--- src/prs_cfg.svh ---
// Constants of the power, reset and boot sequencer.
// Assumes a 250 MHz system clock; all times are turned into cycles here.
`ifndef PRS_CFG_SVH
`define PRS_CFG_SVH

// System clock
`define PRS_CLK_MHZ 250
`define PRS_CLK_PS 4000

// Hold of internal resets after the sense input rises
`define PRS_HOLD_MS 100
`define PRS_HOLD_CYC (`PRS_HOLD_MS * `PRS_CLK_MHZ * 1000)

// Window in which the power-good warning is ignored
`define PRS_PG_IGN_MS 60
`define PRS_PG_IGN_CYC (`PRS_PG_IGN_MS * `PRS_CLK_MHZ * 1000)

// Flash wait-state resolution, rounded up to whole cycles
`define PRS_WS_NORM_PS 6700
`define PRS_WS_LP_PS 53570
`define PRS_WS_NORM_CYC ((`PRS_WS_NORM_PS + `PRS_CLK_PS - 1) / `PRS_CLK_PS)
`define PRS_WS_LP_CYC ((`PRS_WS_LP_PS + `PRS_CLK_PS - 1) / `PRS_CLK_PS)
`define PRS_WS_W 5

// Pin map and widths
`define PRS_INIT_PIN 26
`define PRS_GPIO_W 32
`define PRS_MIRROR_W 24
`define PRS_RST_OUT_W 4
`define PRS_RATE_W 4

// Memory test
`define PRS_MT_DEPTH 64
`define PRS_MT_DW 16
`define PRS_MT_SEED 16'ha5c3

`endif

--- src/prs_pkg.sv ---
// Types shared by the sequencer and its helpers.
// Assumes prs_cfg.svh for all numeric constants.
package prs_pkg;

  typedef enum logic [2:0] {
    ST_OFF   = 3'h0,
    ST_HOLD  = 3'h1,
    ST_BOOT  = 3'h2,
    ST_DCG   = 3'h3,
    ST_CLKS  = 3'h4,
    ST_MTEST = 3'h5,
    ST_READY = 3'h6,
    ST_PGRST = 3'h7
  } prs_state_t;

  typedef enum logic {
    FSEL_BOOT = 1'b0,
    FSEL_OPT  = 1'b1
  } prs_fsel_t;

endpackage

--- src/prs_if.sv ---
// Carriers between the sequencer and its memory and flash helpers.
// Assumes a single clock shared by both ends.
`timescale 1ns/100ps
`include "prs_cfg.svh"

interface prs_mem_if #(parameter int DW = 16, parameter int AW = 6);
  logic we;
  logic re;
  logic [AW-1:0] addr;
  logic [DW-1:0] wdata;
  logic [DW-1:0] rdata;
  modport ctl (output we, re, addr, wdata, input rdata);
  modport mem (input we, re, addr, wdata, output rdata);
endinterface

interface prs_flash_if;
  logic req;
  logic abort;
  prs_pkg::prs_fsel_t sel;
  logic [`PRS_WS_W-1:0] wait_st;
  logic low_pwr;
  logic ack;
  logic [1:0] cs_n;
  modport ctl (output req, abort, sel, wait_st, low_pwr, input ack, cs_n);
  modport eng (input req, abort, sel, wait_st, low_pwr, output ack, cs_n);
endinterface

--- src/prs_mem.sv ---
// Small test memory with registered read data.
// Assumes one access per cycle from the sequencer's memory test.
`timescale 1ns/100ps

module prs_mem #(
  parameter int DW = 16,
  parameter int DEPTH = 64
) (
  // Clock
  input wire logic clk_i,
  // Access port
  prs_mem_if.mem m
);
  import prs_pkg::*;

  logic [DW-1:0] mem_reg [DEPTH];
  logic [DW-1:0] rdata_reg;

  // No reset on the array: its content is what the test probes
  always_ff @(posedge clk_i) begin
    if (m.we) begin
      mem_reg[m.addr] <= m.wdata;
    end
    if (m.re) begin
      rdata_reg <= mem_reg[m.addr];
    end
  end

  assign m.rdata = rdata_reg;

endmodule // prs_mem

--- src/prs_flash.sv ---
// Program-flash access timer: chip selects and wait-state counting.
// Assumes the sequencer only requests while the processor runs.
`timescale 1ns/100ps
`include "prs_cfg.svh"

module prs_flash #(
  parameter int WS_NORM = `PRS_WS_NORM_CYC,
  parameter int WS_LP = `PRS_WS_LP_CYC
) (
  // Clock and reset
  input wire logic clk_i,
  input wire logic nrst_i,
  // Request side
  prs_flash_if.eng f
);
  import prs_pkg::*;

  localparam int SW = 4;

  typedef struct packed {
    logic busy;
    logic ack;
    logic [1:0] cs_n;
    logic [`PRS_WS_W-1:0] ws;
    logic [SW-1:0] sub;
  } prs_fl_t;

  prs_fl_t state_reg;
  prs_fl_t state_next;
  logic [SW-1:0] step_m1;

  if (WS_NORM < 1 || WS_LP < 1 || WS_LP > (1 << SW) || WS_NORM > (1 << SW)) begin : g_chk
    $error("prs_flash: wait-state step out of range");
  end

  always_comb begin
    step_m1 = f.low_pwr ? SW'(WS_LP - 1) : SW'(WS_NORM - 1);
    state_next = state_reg;
    state_next.ack = 1'b0;
    if (f.abort) begin
      state_next.busy = 1'b0;
      state_next.cs_n = 2'b11;
    end else if (!state_reg.busy) begin
      if (f.req) begin
        state_next.busy = 1'b1;
        state_next.ws = f.wait_st;
        state_next.sub = step_m1;
        state_next.cs_n = (f.sel == FSEL_OPT) ? 2'b01 : 2'b10;
      end
    end else if (state_reg.sub != '0) begin
      state_next.sub = state_reg.sub - 1'b1;
    end else if (state_reg.ws != '0) begin
      state_next.ws = state_reg.ws - 1'b1;
      state_next.sub = step_m1;
    end else begin
      state_next.busy = 1'b0;
      state_next.ack = 1'b1;
      state_next.cs_n = 2'b11;
    end
  end

  always_ff @(posedge clk_i or negedge nrst_i) begin
    if (!nrst_i) begin
      state_reg <= '{busy: 1'b0, ack: 1'b0, cs_n: 2'b11, ws: '0, sub: '0};
    end else begin
      state_reg <= state_next;
    end
  end

  assign f.ack = state_reg.ack;
  assign f.cs_n = state_reg.cs_n;

endmodule // prs_flash

--- src/prs_sequencer.sv ---
// Power-up, system reset and boot sequencer of the controller.
// Assumes an external power monitor drives the sense and warning pins.
//
// Functional notes
// - Sense rise frees master PLL, holds rest.
// - Sense low keeps outputs low or floating, except DCG and mirror rates, which hold.
// - Power-good warning ignored 60 ms after sense.
// - Every system reset restores full-power mode.
// - Every system reset floats all general pins.
// - Master PLL reset only by power-up.
// - Processor clocks run full rate after reset.
// - Mirror PLL powered down, dividers in reset.
// - Mirror outputs low, drive enable floating.
// - Reset outputs held until processor frees them.
// - DCG rate and PLL enable, lock, mirror rate, then dividers freed.
// - Memory test then init-complete on pin 26.
// - Flash wait states up to 31, two resolutions.
// - Two flash chip selects, boot and optional.
// - Two pins become flash address 21, 22.
// - Two-way pins are inputs out of reset.
`timescale 1ns/100ps
`include "prs_cfg.svh"

module prs_sequencer #(
  parameter int HOLD_CYC = `PRS_HOLD_CYC,
  parameter int PG_CYC = `PRS_PG_IGN_CYC,
  parameter int GW = `PRS_GPIO_W,
  parameter int MW = `PRS_MIRROR_W,
  parameter int RN = `PRS_RST_OUT_W,
  parameter int RW = `PRS_RATE_W,
  parameter int MT_DEPTH = `PRS_MT_DEPTH,
  parameter int MT_DW = `PRS_MT_DW
) (
  // Clock and reset
  input wire logic clk_i,
  input wire logic nrst_i,
  // Power monitor pins
  input wire logic power_on_sense_i,
  input wire logic power_good_warning_i,
  // Master PLL
  output logic master_pll_rst_n_o,
  // Mirror DDR PLL and clock generator
  input wire logic mirror_ddr_pll_lock_i,
  output logic mirror_ddr_pll_en_o,
  output logic mirror_ddr_pll_div_rst_n_o,
  output logic [RW-1:0] ddr_clock_generator_rate_o,
  output logic [RW-1:0] mirror_clk_rate_o,
  // Processor side
  output logic cpu_rst_n_o,
  output logic cpu_clk_full_o,
  output logic normal_mode_o,
  output logic mirror_park_o,
  input wire logic boot_done_i,
  input wire logic low_power_req_i,
  input wire logic [RW-1:0] dcg_rate_i,
  input wire logic [RW-1:0] mirror_rate_i,
  input wire logic [RN-1:0] rst_release_i,
  input wire logic [MW-1:0] mirror_data_i,
  input wire logic mirror_oe_i,
  input wire logic [GW-1:0] gpio_out_i,
  input wire logic [GW-1:0] gpio_dir_i,
  output logic [GW-1:0] gpio_rd_o,
  output logic memtest_fail_o,
  // Flash requests
  input wire logic fl_req_i,
  input wire logic fl_sel_i,
  input wire logic [`PRS_WS_W-1:0] fl_wait_i,
  input wire logic [1:0] fl_addr_hi_i,
  input wire logic [1:0] addr_pin_en_i,
  output logic fl_ack_o,
  output logic [1:0] addr_pin_rd_o,
  // Reset outputs
  output logic [RN-1:0] rst_out_n_o,
  // Mirror interface
  output logic [MW-1:0] mirror_data_o,
  output logic mirror_drive_output_enable_o,
  output logic mirror_drive_output_enable_oe_o,
  // General pins
  input wire logic [GW-1:0] gpio_i,
  output logic [GW-1:0] gpio_o,
  output logic [GW-1:0] gpio_oe_o,
  // Flash pins
  output logic boot_flash_select_n_o,
  output logic optional_flash_select_n_o,
  output logic flash_select_oe_o,
  input wire logic flash_addr_bit21_pin_i,
  output logic flash_addr_bit21_pin_o,
  output logic flash_addr_bit21_pin_oe_o,
  input wire logic flash_addr_bit22_pin_i,
  output logic flash_addr_bit22_pin_o,
  output logic flash_addr_bit22_pin_oe_o
);
  import prs_pkg::*;

  localparam int CW = $clog2((HOLD_CYC > PG_CYC ? HOLD_CYC : PG_CYC) + 1);
  localparam int AW = $clog2(MT_DEPTH);
  localparam int PW = GW + 2;
  localparam logic [AW-1:0] MT_LAST = AW'(MT_DEPTH - 1);

  if (GW <= `PRS_INIT_PIN || HOLD_CYC < 1 || PG_CYC < 1 || MT_DEPTH < 2) begin : g_chk
    $error("prs_sequencer: parameter out of range");
  end

  typedef struct packed {
    logic [1:0] pos_s;
    logic [1:0] pg_s;
    logic [1:0] lock_s;
    logic [PW-1:0] pin_s1;
    logic [PW-1:0] pin_s2;
    prs_state_t st;
    logic [CW-1:0] cnt;
    logic [CW-1:0] pg_cnt;
    logic low_pwr;
    logic pll_en;
    logic div_rel;
    logic [RW-1:0] dcg_rate;
    logic [RW-1:0] mir_rate;
    logic [RN-1:0] rst_rel;
    logic [MW-1:0] mdata;
    logic moe;
    logic [GW-1:0] gp_out;
    logic [GW-1:0] gp_oe;
    logic [1:0] addr_en;
    logic [1:0] addr_hi;
    logic mt_rd;
    logic mt_all;
    logic mt_pend;
    logic [AW-1:0] mt_addr;
    logic [AW-1:0] mt_chk;
    logic fail;
    logic init_done;
  } prs_seq_t;

  prs_seq_t state_reg;
  prs_seq_t state_next;
  logic pos;
  logic running;
  logic pg_fault;
  logic mismatch;

  prs_mem_if #(.DW(MT_DW), .AW(AW)) mi ();
  prs_flash_if fi ();

  function automatic logic [MT_DW-1:0] prs_pat(input logic [AW-1:0] a);
    prs_pat = MT_DW'(a) ^ MT_DW'(`PRS_MT_SEED) ^ MT_DW'({a, 1'b0});
  endfunction

  assign pos = state_reg.pos_s[1];
  assign running = state_reg.st inside {ST_BOOT, ST_DCG, ST_CLKS, ST_MTEST, ST_READY};
  // Warning only counts once the ignore window has run out
  assign pg_fault = running && (state_reg.pg_cnt == CW'(PG_CYC)) && !state_reg.pg_s[1];
  assign mismatch = mi.rdata != prs_pat(state_reg.mt_chk);

  always_comb begin
    state_next = state_reg;
    state_next.pos_s = {state_reg.pos_s[0], power_on_sense_i};
    state_next.pg_s = {state_reg.pg_s[0], power_good_warning_i};
    state_next.lock_s = {state_reg.lock_s[0], mirror_ddr_pll_lock_i};
    state_next.pin_s1 = {flash_addr_bit22_pin_i, flash_addr_bit21_pin_i, gpio_i};
    state_next.pin_s2 = state_reg.pin_s1;
    if (!pos) begin
      state_next.pg_cnt = '0;
    end else if (state_reg.pg_cnt != CW'(PG_CYC)) begin
      state_next.pg_cnt = state_reg.pg_cnt + 1'b1;
    end
    if (running) begin
      state_next.gp_out = gpio_out_i;
      state_next.gp_oe = gpio_dir_i;
      state_next.addr_en = {addr_pin_en_i[1] & addr_pin_en_i[0], addr_pin_en_i[0]};
      state_next.addr_hi = fl_addr_hi_i;
      state_next.rst_rel = state_reg.rst_rel | rst_release_i;
    end
    unique case (state_reg.st)
      ST_OFF: begin
        state_next.cnt = '0;
        if (pos) begin
          state_next.st = ST_HOLD;
        end
      end
      ST_HOLD: begin
        if (state_reg.cnt == CW'(HOLD_CYC - 1)) begin
          state_next.st = ST_BOOT;
        end else begin
          state_next.cnt = state_reg.cnt + 1'b1;
        end
      end
      ST_BOOT: begin
        if (boot_done_i) begin
          state_next.dcg_rate = dcg_rate_i;
          state_next.pll_en = 1'b1;
          state_next.st = ST_DCG;
        end
      end
      ST_DCG: begin
        if (state_reg.lock_s[1]) begin
          state_next.mir_rate = mirror_rate_i;
          state_next.st = ST_CLKS;
        end
      end
      ST_CLKS: begin
        state_next.div_rel = 1'b1;
        state_next.mt_rd = 1'b0;
        state_next.mt_all = 1'b0;
        state_next.mt_pend = 1'b0;
        state_next.mt_addr = '0;
        state_next.st = ST_MTEST;
      end
      ST_MTEST: begin
        if (!state_reg.mt_rd) begin
          state_next.mt_addr = state_reg.mt_addr + 1'b1;
          if (state_reg.mt_addr == MT_LAST) begin
            state_next.mt_rd = 1'b1;
            state_next.mt_addr = '0;
          end
        end else begin
          state_next.mt_pend = !state_reg.mt_all;
          state_next.mt_chk = state_reg.mt_addr;
          if (!state_reg.mt_all) begin
            if (state_reg.mt_addr == MT_LAST) begin
              state_next.mt_all = 1'b1;
            end else begin
              state_next.mt_addr = state_reg.mt_addr + 1'b1;
            end
          end
          if (state_reg.mt_pend) begin
            state_next.fail = state_reg.fail | mismatch;
            if (state_reg.mt_chk == MT_LAST) begin
              state_next.init_done = !(state_reg.fail | mismatch);
              state_next.st = ST_READY;
            end
          end
        end
      end
      ST_READY: begin
        state_next.low_pwr = low_power_req_i;
        state_next.mdata = mirror_data_i;
        state_next.moe = mirror_oe_i;
      end
      ST_PGRST: begin
        if (state_reg.pg_s[1]) begin
          state_next.st = ST_BOOT;
        end
      end
    endcase
    // Any system reset lands every control except dcg_rate, mir_rate and addr_hi back on its boot default
    if (!pos || pg_fault) begin
      state_next.st = pos ? ST_PGRST : ST_OFF;
      state_next.low_pwr = 1'b0;
      state_next.pll_en = 1'b0;
      state_next.div_rel = 1'b0;
      state_next.rst_rel = '0;
      state_next.mdata = '0;
      state_next.moe = 1'b0;
      state_next.gp_out = '0;
      state_next.gp_oe = '0;
      state_next.addr_en = '0;
      state_next.fail = 1'b0;
      state_next.init_done = 1'b0;
    end
  end

  always_ff @(posedge clk_i or negedge nrst_i) begin
    if (!nrst_i) begin
      state_reg <= '0;
    end else begin
      state_reg <= state_next;
    end
  end

  // Master PLL sees only the sense pin, so a warning reset leaves it locked
  assign master_pll_rst_n_o = state_reg.st != ST_OFF;
  assign cpu_rst_n_o = running;
  assign cpu_clk_full_o = running && !state_reg.low_pwr;
  assign normal_mode_o = running && !state_reg.low_pwr;
  assign mirror_park_o = state_reg.st == ST_PGRST;
  assign mirror_ddr_pll_en_o = state_reg.pll_en;
  assign mirror_ddr_pll_div_rst_n_o = state_reg.div_rel;
  assign ddr_clock_generator_rate_o = state_reg.dcg_rate;
  assign mirror_clk_rate_o = state_reg.mir_rate;
  assign rst_out_n_o = state_reg.rst_rel;
  assign mirror_data_o = state_reg.mdata;
  assign mirror_drive_output_enable_o = state_reg.moe;
  assign mirror_drive_output_enable_oe_o = state_reg.div_rel;
  assign memtest_fail_o = state_reg.fail;
  assign gpio_rd_o = state_reg.pin_s2[GW-1:0];
  assign addr_pin_rd_o = state_reg.pin_s2[PW-1:GW];

  // Init-complete owns its pin from the start of the memory test
  for (genvar i = 0; i < GW; i++) begin : g_gpio
    if (i == `PRS_INIT_PIN) begin : g_init
      assign gpio_o[i] = state_reg.init_done;
      assign gpio_oe_o[i] = state_reg.st inside {ST_MTEST, ST_READY};
    end else begin : g_gen
      assign gpio_o[i] = state_reg.gp_out[i];
      assign gpio_oe_o[i] = state_reg.gp_oe[i];
    end
  end

  assign flash_addr_bit21_pin_o = state_reg.addr_hi[0];
  assign flash_addr_bit21_pin_oe_o = state_reg.addr_en[0];
  assign flash_addr_bit22_pin_o = state_reg.addr_hi[1];
  assign flash_addr_bit22_pin_oe_o = state_reg.addr_en[1];

  // Memory test port
  assign mi.we = (state_reg.st == ST_MTEST) && !state_reg.mt_rd;
  assign mi.re = (state_reg.st == ST_MTEST) && state_reg.mt_rd && !state_reg.mt_all;
  assign mi.addr = state_reg.mt_addr;
  assign mi.wdata = prs_pat(state_reg.mt_addr);

  prs_mem #(.DW(MT_DW), .DEPTH(MT_DEPTH)) u_mem (
    .clk_i(clk_i),
    .m(mi.mem)
  );

  // Flash port; an access in flight is cut short by any system reset
  assign fi.req = fl_req_i && running;
  assign fi.abort = !running;
  assign fi.sel = prs_fsel_t'(fl_sel_i);
  assign fi.wait_st = fl_wait_i;
  assign fi.low_pwr = state_reg.low_pwr;
  assign fl_ack_o = fi.ack;
  assign boot_flash_select_n_o = fi.cs_n[0];
  assign optional_flash_select_n_o = fi.cs_n[1];
  assign flash_select_oe_o = running;

  prs_flash u_flash (
    .clk_i(clk_i),
    .nrst_i(nrst_i),
    .f(fi.eng)
  );
endmodule // prs_sequencer

--- config.mk ---
export PLATFORM = sky130hd
export DESIGN_NAME = prs_sequencer
export DESIGN_NICKNAME = d
export VERILOG_FILES = /design/src/prs_pkg.sv /design/src/prs_if.sv /design/src/prs_mem.sv /design/src/prs_flash.sv /design/src/prs_sequencer.sv
export VERILOG_INCLUDE_DIRS = /design/src
export SDC_FILE = /design/constraint.sdc
export NUM_CORES = 1
export LEC_CHECK = 0
export BUFFER_PORTS_ARGS = -buffer_cell sky130_fd_sc_hd__buf_2
export CAP_MARGIN = 5
export CELL_PAD_IN_SITES_DETAIL_PLACEMENT = 1
export CELL_PAD_IN_SITES_GLOBAL_PLACEMENT = 2
export CORE_AREA = 2 2 378 193
export CTS_BUF_LIST = sky130_fd_sc_hd__clkbuf_16
export CTS_CLUSTER_DIAMETER = 40
export DETAILED_ROUTE_END_ITERATION = 10
export DIE_AREA = 0 0 380 195
export PLACE_DENSITY_LB_ADDON = 0.1
export SETUP_SLACK_MARGIN = 0.05
export SLEW_MARGIN = 25
export SYNTH_ARGS = -nofsm -noshare
export SYNTH_HDL_FRONTEND = slang
export SYNTH_SLANG_ARGS = --single-unit
--- constraint.sdc ---
create_clock -name clk_i -period 3.8 [get_ports clk_i]
set_clock_uncertainty 0.15 [all_clocks]
set_input_delay 0.19 -clock clk_i [delete_from_list [all_inputs] [get_ports clk_i]]
set_output_delay 0.19 -clock clk_i [all_outputs]
set_load 0.02 [all_outputs]
# --- After elaboration in Yosys (flattened, before gate mapping) ---
# Memories as Yosys holds them, arrays and structs flattened. A register that Yosys moved wholly into a read port is not among the register bits.
# Cells that the tools add are included.
op_classes:
  n_bitwise: 7
  n_eq_ne: 32
  n_reduce_logical: 46
  add_sub_neg: 5
  n_mux: 54
ops:
  columns: ["operator", "count"]
  rows:
  - ["25-bit two-way mux", 4]
  - ["95-bit two-way mux", 1]
  - ["68-bit two-way mux", 1]
  - ["25-bit by 1-bit adder with 25-bit output (second input constant)", 2]
  - ["25-bit one-hot mux with 2 select lines", 1]
  - ["3-bit two-way mux", 11]
  - ["16-bit by 7-bit XOR with 16-bit output", 2]
  - ["2-bit nonzero test", 13]
  - ["25-bit by 24-bit == test with 1-bit output (second input constant)", 1]
  - ["25-bit == test (second input constant)", 1]
  - ["25-bit by 24-bit != test with 1-bit output (second input constant)", 1]
  - ["6-bit two-way mux", 4]
  - ["11-bit two-way mux", 2]
  - ["3-bit != test (second input constant)", 7]
  - ["3-bit one-hot mux with 7 select lines", 1]
  - ["9-bit two-way mux", 2]
  - ["9-bit one-hot mux with 2 select lines", 1]
  - ["4-bit two-way mux", 4]
  - ["16-bit != test", 1]
  - ["2-bit inverter with 8-bit output", 2]
  - ["1-bit two-way mux", 15]
  - ["2-bit two-way mux", 7]
  - ["3-bit == test (second input constant)", 4]
  - ["6-bit == test (second input constant)", 2]
  - ["24 further kinds", 54]
word_totals:
  regBits: 265
  output_inout_bits: 152
  memories: 1
  ram_bits: 1024
  elab_cells: 177
memory_table:
  columns: ["name", "words", "word_bits", "rd", "rd_ports_with_merged_regs", "wr", "line", "rtl"]
  rows:
  - ["u_mem.mem_reg", 64, 16, 1, 1, 1, "prs_mem.sv:16", "logic [DW-1:0] mem_reg [DEPTH];"]

# --- Logic depth before layout (Yosys ltp) ---
logic_depth:
  depth_word: 10
  ltp_mapped: 10

# --- Cells and area by module ---
# From an unflattened synthesis, not the netlist that was laid out.
hier_totals:
  cells_unflattened: 3421
  hier_area_um2: 51564.5
by_module_without_submodules:
  columns: ["module", "seq_area_each_um2", "cells_each", "instances", "area_each_um2"]
  rows:
  - ["prs_mem", 31230.0, 2264, 1, 39640.5]
  - ["prs_sequencer", 6256.0, 1070, 1, 11089.4]
  - ["prs_flash", 327.8, 87, 1, 834.6]

# --- Least setup slack after synthesis ---
# No wires, ideal clock.
synth_path:
  path_type: "flip-flop to flip-flop"
  from: "reg state_reg, in the netlist mi.addr[5]"
  to: "mem u_mem.mem_reg[0][5] (data pin)"
  setup_ns: 0.349
  arrival_ns: 2.918
  n_path_buf: 2
  stages_incl_launch_ff: 5
  slack_ns: 0.382
  path_cell_list: "dfrtp_1 > clkbuf_1 > inv_1 > clkbuf_1 > ha_1"
synth_via:
  elab_chain_len: 1
synth_rtl:
  columns: ["element", "line", "rtl"]
  rows:
  - ["start, declared", "prs_sequencer.sv:134", "prs_seq_t state_reg;"]
  - ["start signal, assigned", "prs_sequencer.sv:266", "state_reg <= state_next;"]
  - ["16-bit by 7-bit XOR with 16-bit output", "prs_sequencer.sv:145", "prs_pat = MT_DW'(a) ^ MT_DW'(`PRS_MT_SEED) ^ MT_DW'({a, 1'b0});"]
  - ["via mi.wdata[5]", "prs_if.sv:10", "logic [DW-1:0] wdata;"]
  - ["end, declared", "prs_mem.sv:16", null]
# The timed path passes the listed nets, and every way through them passes these cells.

==> results.sh <==
export IMPL_status="completed"
export IMPL_synth_edf_count=455
export IMPL_crit_arrival_ns=3.59
export IMPL_grt_use_total_pct=21.9
export IMPL_root_buffer="clkbuf_16"
export IMPL_gr_total_overflow=0
export IMPL_cts_clk_slew_worst_paths_ns=0.06
export IMPL_synthCells=2005
export IMPL_crit_chain="mux4_2 -> a22o_1 -> a311oi_1 -> nand4_1 -> or4_1"
export IMPL_syn_nets=2179
export IMPL_fin_crit_ns=3.37
export IMPL_multi_input_area_um2=7660
export IMPL_yosysMostFrequentCell="edfxtp_1"
export IMPL_critPathMaxFanout=31
export IMPL_synth_top_cell_area_share_pct=46.4
export IMPL_finalCritPeriodShare_pct=88.7
export IMPL_n_antenna_cell=0
export IMPL_fin_util_pct=50.5
export IMPL_drv_cap=0
export IMPL_worstPathRequired_ns=4.02
export IMPL_synth_area_leaders="edfxtp_1 (46%), dfrtp_1 (22%), mux4_2 (8.6%)"
export IMPL_cpMaxStageDelayCell="dfrtp_4"
export IMPL_synthArstFlopShare_pct=36.6
export IMPL_layout_setup_ws_ns=0.429
export IMPL_largest_reg_flops=448
export IMPL_worst_setup_path_type="flip-flop to flip-flop"
export IMPL_cts_setup_buffers=0
export IMPL_avgRoutedWirePerCell_um=23.5
export IMPL_antenna_left=0
export IMPL_ys_top_cells_by_count="edfxtp_1 (455), dfrtp_1 (261), nand2_1 (256)"
export IMPL_regArea_um2=20300
export IMPL_ios=305
export IMPL_max_slew_margin_rel_pct=38.0
export IMPL_antenna_found_initial=0
export IMPL_synth_top_area_cell="edfxtp_1"
export IMPL_area_delta_synth_final_pct=20.9
export IMPL_drc=0
export IMPL_layout_drive_gt1_share_pct=26.7
export IMPL_filler_cell_count=7048
export IMPL_peakVddDrop_mv=0.267
export IMPL_yosys_most_used_dff="edfxtp_1"
export IMPL_clock_latency_ns=0.65
export IMPL_max_freq_ghz=0.297
export IMPL_gp_congestion=0.824
export IMPL_grt_pass1_wl_mm=122
export IMPL_ys_types=72
export IMPL_die_h_um=195
export IMPL_ys_seq_elements=718
export IMPL_post_synth_cell_area_avg_um2=14.7
export IMPL_dp_hpwl_mm=52.6
export IMPL_routed_via_density=5.27
export IMPL_clock_path_buffers=3
export IMPL_dieArea_um2=74100
export IMPL_powerDensity_nw_per_um2=447
export IMPL_core_rowCount=69
export IMPL_grt_max_degree=100
export IMPL_yosysSeqAreaShare_pct=68.8
export IMPL_initial_core_util_pct=41.8
export IMPL_dr_pass1_iters=5
export IMPL_setup_tns_ns=0
export IMPL_first_iter_violations=1269
export IMPL_hold_viol_final=0
export IMPL_tightest_slew_ns=0.922
export IMPL_vias=18100
export IMPL_port_buffers=302
export IMPL_rsz0062_at_grt="false"
export IMPL_cts_sinks=718
export IMPL_power_leakage_nw=13.2
export IMPL_synth_area_um2=29400
export IMPL_report_final_slew_viol_count=0
export IMPL_die_x_um=380
export IMPL_cts_resized=0
export IMPL_core_area_um2=70400
export IMPL_setup_viol=0
export IMPL_cp_start_kind="flip-flop"
export IMPL_detailedPlace_worstSlack_ns=0.450
export IMPL_hp_class="primary input to asynchronous set/reset pin"
export IMPL_htree_levels=3
export IMPL_nNetsFinal=2596
export IMPL_crit_path_max_incr_delay_ns=0.84
export IMPL_cts_tree="yes"
export IMPL_wl_mm=80.7
export IMPL_yosys_warnings=0
export IMPL_grt_pass1_vias=19000
export IMPL_end_kind="flip-flop"
export IMPL_cts_buffers=74
-- worst max-delay path: cells and delay by family, from the launching register on --
family	cells	cell delay, ns
and+or+nand+nor	2	0.65
DFF	1	0.84
muxes	1	0.64
AOI/OAI and AO/OA	2	0.78
-- stage by stage --
step,cells,total power [mW],area [um^2],hold slack (ns)
after global placement,3141,8.77,31600,0.148
after detailed placement,3141,8.78,31600,0.149
after global routing,3437,16.4,35600,0.0180
after floorplan,2005,8.61,29400,-0.256
after CTS,3437,16.1,35600,0.000431
final,3437,15.9,35600,0.00300
-- placed cells by master (no fill, tap or decap), drive strengths merged, types with 6 or more instances in the layout --
cell and instances:
mux4 112, inv 43, a22oi 20, nor3 19, mux2i 6, a32oi 7, dlygate4sd3 163, mux2 11
o22ai 7, and3 16, nand2b 10, nor2b 9, or3 11, xnor2 24, nor2 143, or4 17
buf 407, clkinvlp 7, ha 21, xor2 16, o31ai 12, o21ai 31, o2111ai 7, a21oi 127
nand3 25, nand4 27, nand2 256, nor4 15, edfxtp 455, clkbuf 76, dfrtp 261, clkinv 29
-- cells by family (layout without fill, tap and decap cells) --
family	count (synthesis)	count (layout)	synth area share, %
compound gates	254	254	5.30
xor+xnor	40	40	1.19
fa+ha+maj	21	21	0.893
buf+inv	256	730	5.29
flops	718	718	68.8
mux	129	129	9.19
simple gates	587	587	9.35
-- final timing paths --
path | start | endpoint | slack (ns) | cells past startpoint
max | mi.addr[0]$_DFFE_PN0P_ | u_mem.m.rdata[2]$_DFFE_PP_ | 0.43 | 5
min | nrst_i | state_reg[158]$_DFFE_PN0P_ | 0.003 | 2
max reg2reg | mi.addr[0]$_DFFE_PN0P_ | u_mem.m.rdata[2]$_DFFE_PP_ | 0.43 | 5
min reg2reg | state_next[194]$_DFF_PN0_ | gpio_rd_o[16]$_DFF_PN0_ | 0.19 | 0
max in group asynchronous | nrst_i | gpio_o[8]$_DFFE_PN0P_ | 2.42 | 3
min in group clk_i | gpio_i[19] | state_next[197]$_DFF_PN0_ | 0.05 | 2
-- cell type report --
type                    instances  share of cell area [%]
clock buffers                  76                    5.34
flip-flops and latches        718                    56.9
clock inverters                57                    1.27
well taps                     958                    3.37
repair buffers                570                    11.3
multi-input cells            1031                    21.5
inverters                      27                   0.285
-- routing by layer --
| layer | up-vias | GRT usage (%) | routed length [um] |
|---|---|---|---|
| met2 | 454 | 35.8 | 39100 |
| met3 | 122 | 5.27 | 4780 |
| li1 | 8155 | - | - |
| met4 | 0 | 6.73 | 2180 |
| met5 | - | 0 | 0 |
| met1 | 9386 | 29.2 | 34700 |
-- power breakdown --
group          switching (mW)  internal, mW
combinational           0.219         0.216
clock                    3.14          4.00
sequential             0.0287          8.29
-- timing repair --
| action | in CTS | in global routing |
|---|---|---|
| hold buffers | 163 | 0 |
| hold endpoints to repair | 248 | 0 |
| endpoints found under the setup margin | 0 | 0 |
(Power assumes the default switching activity.)
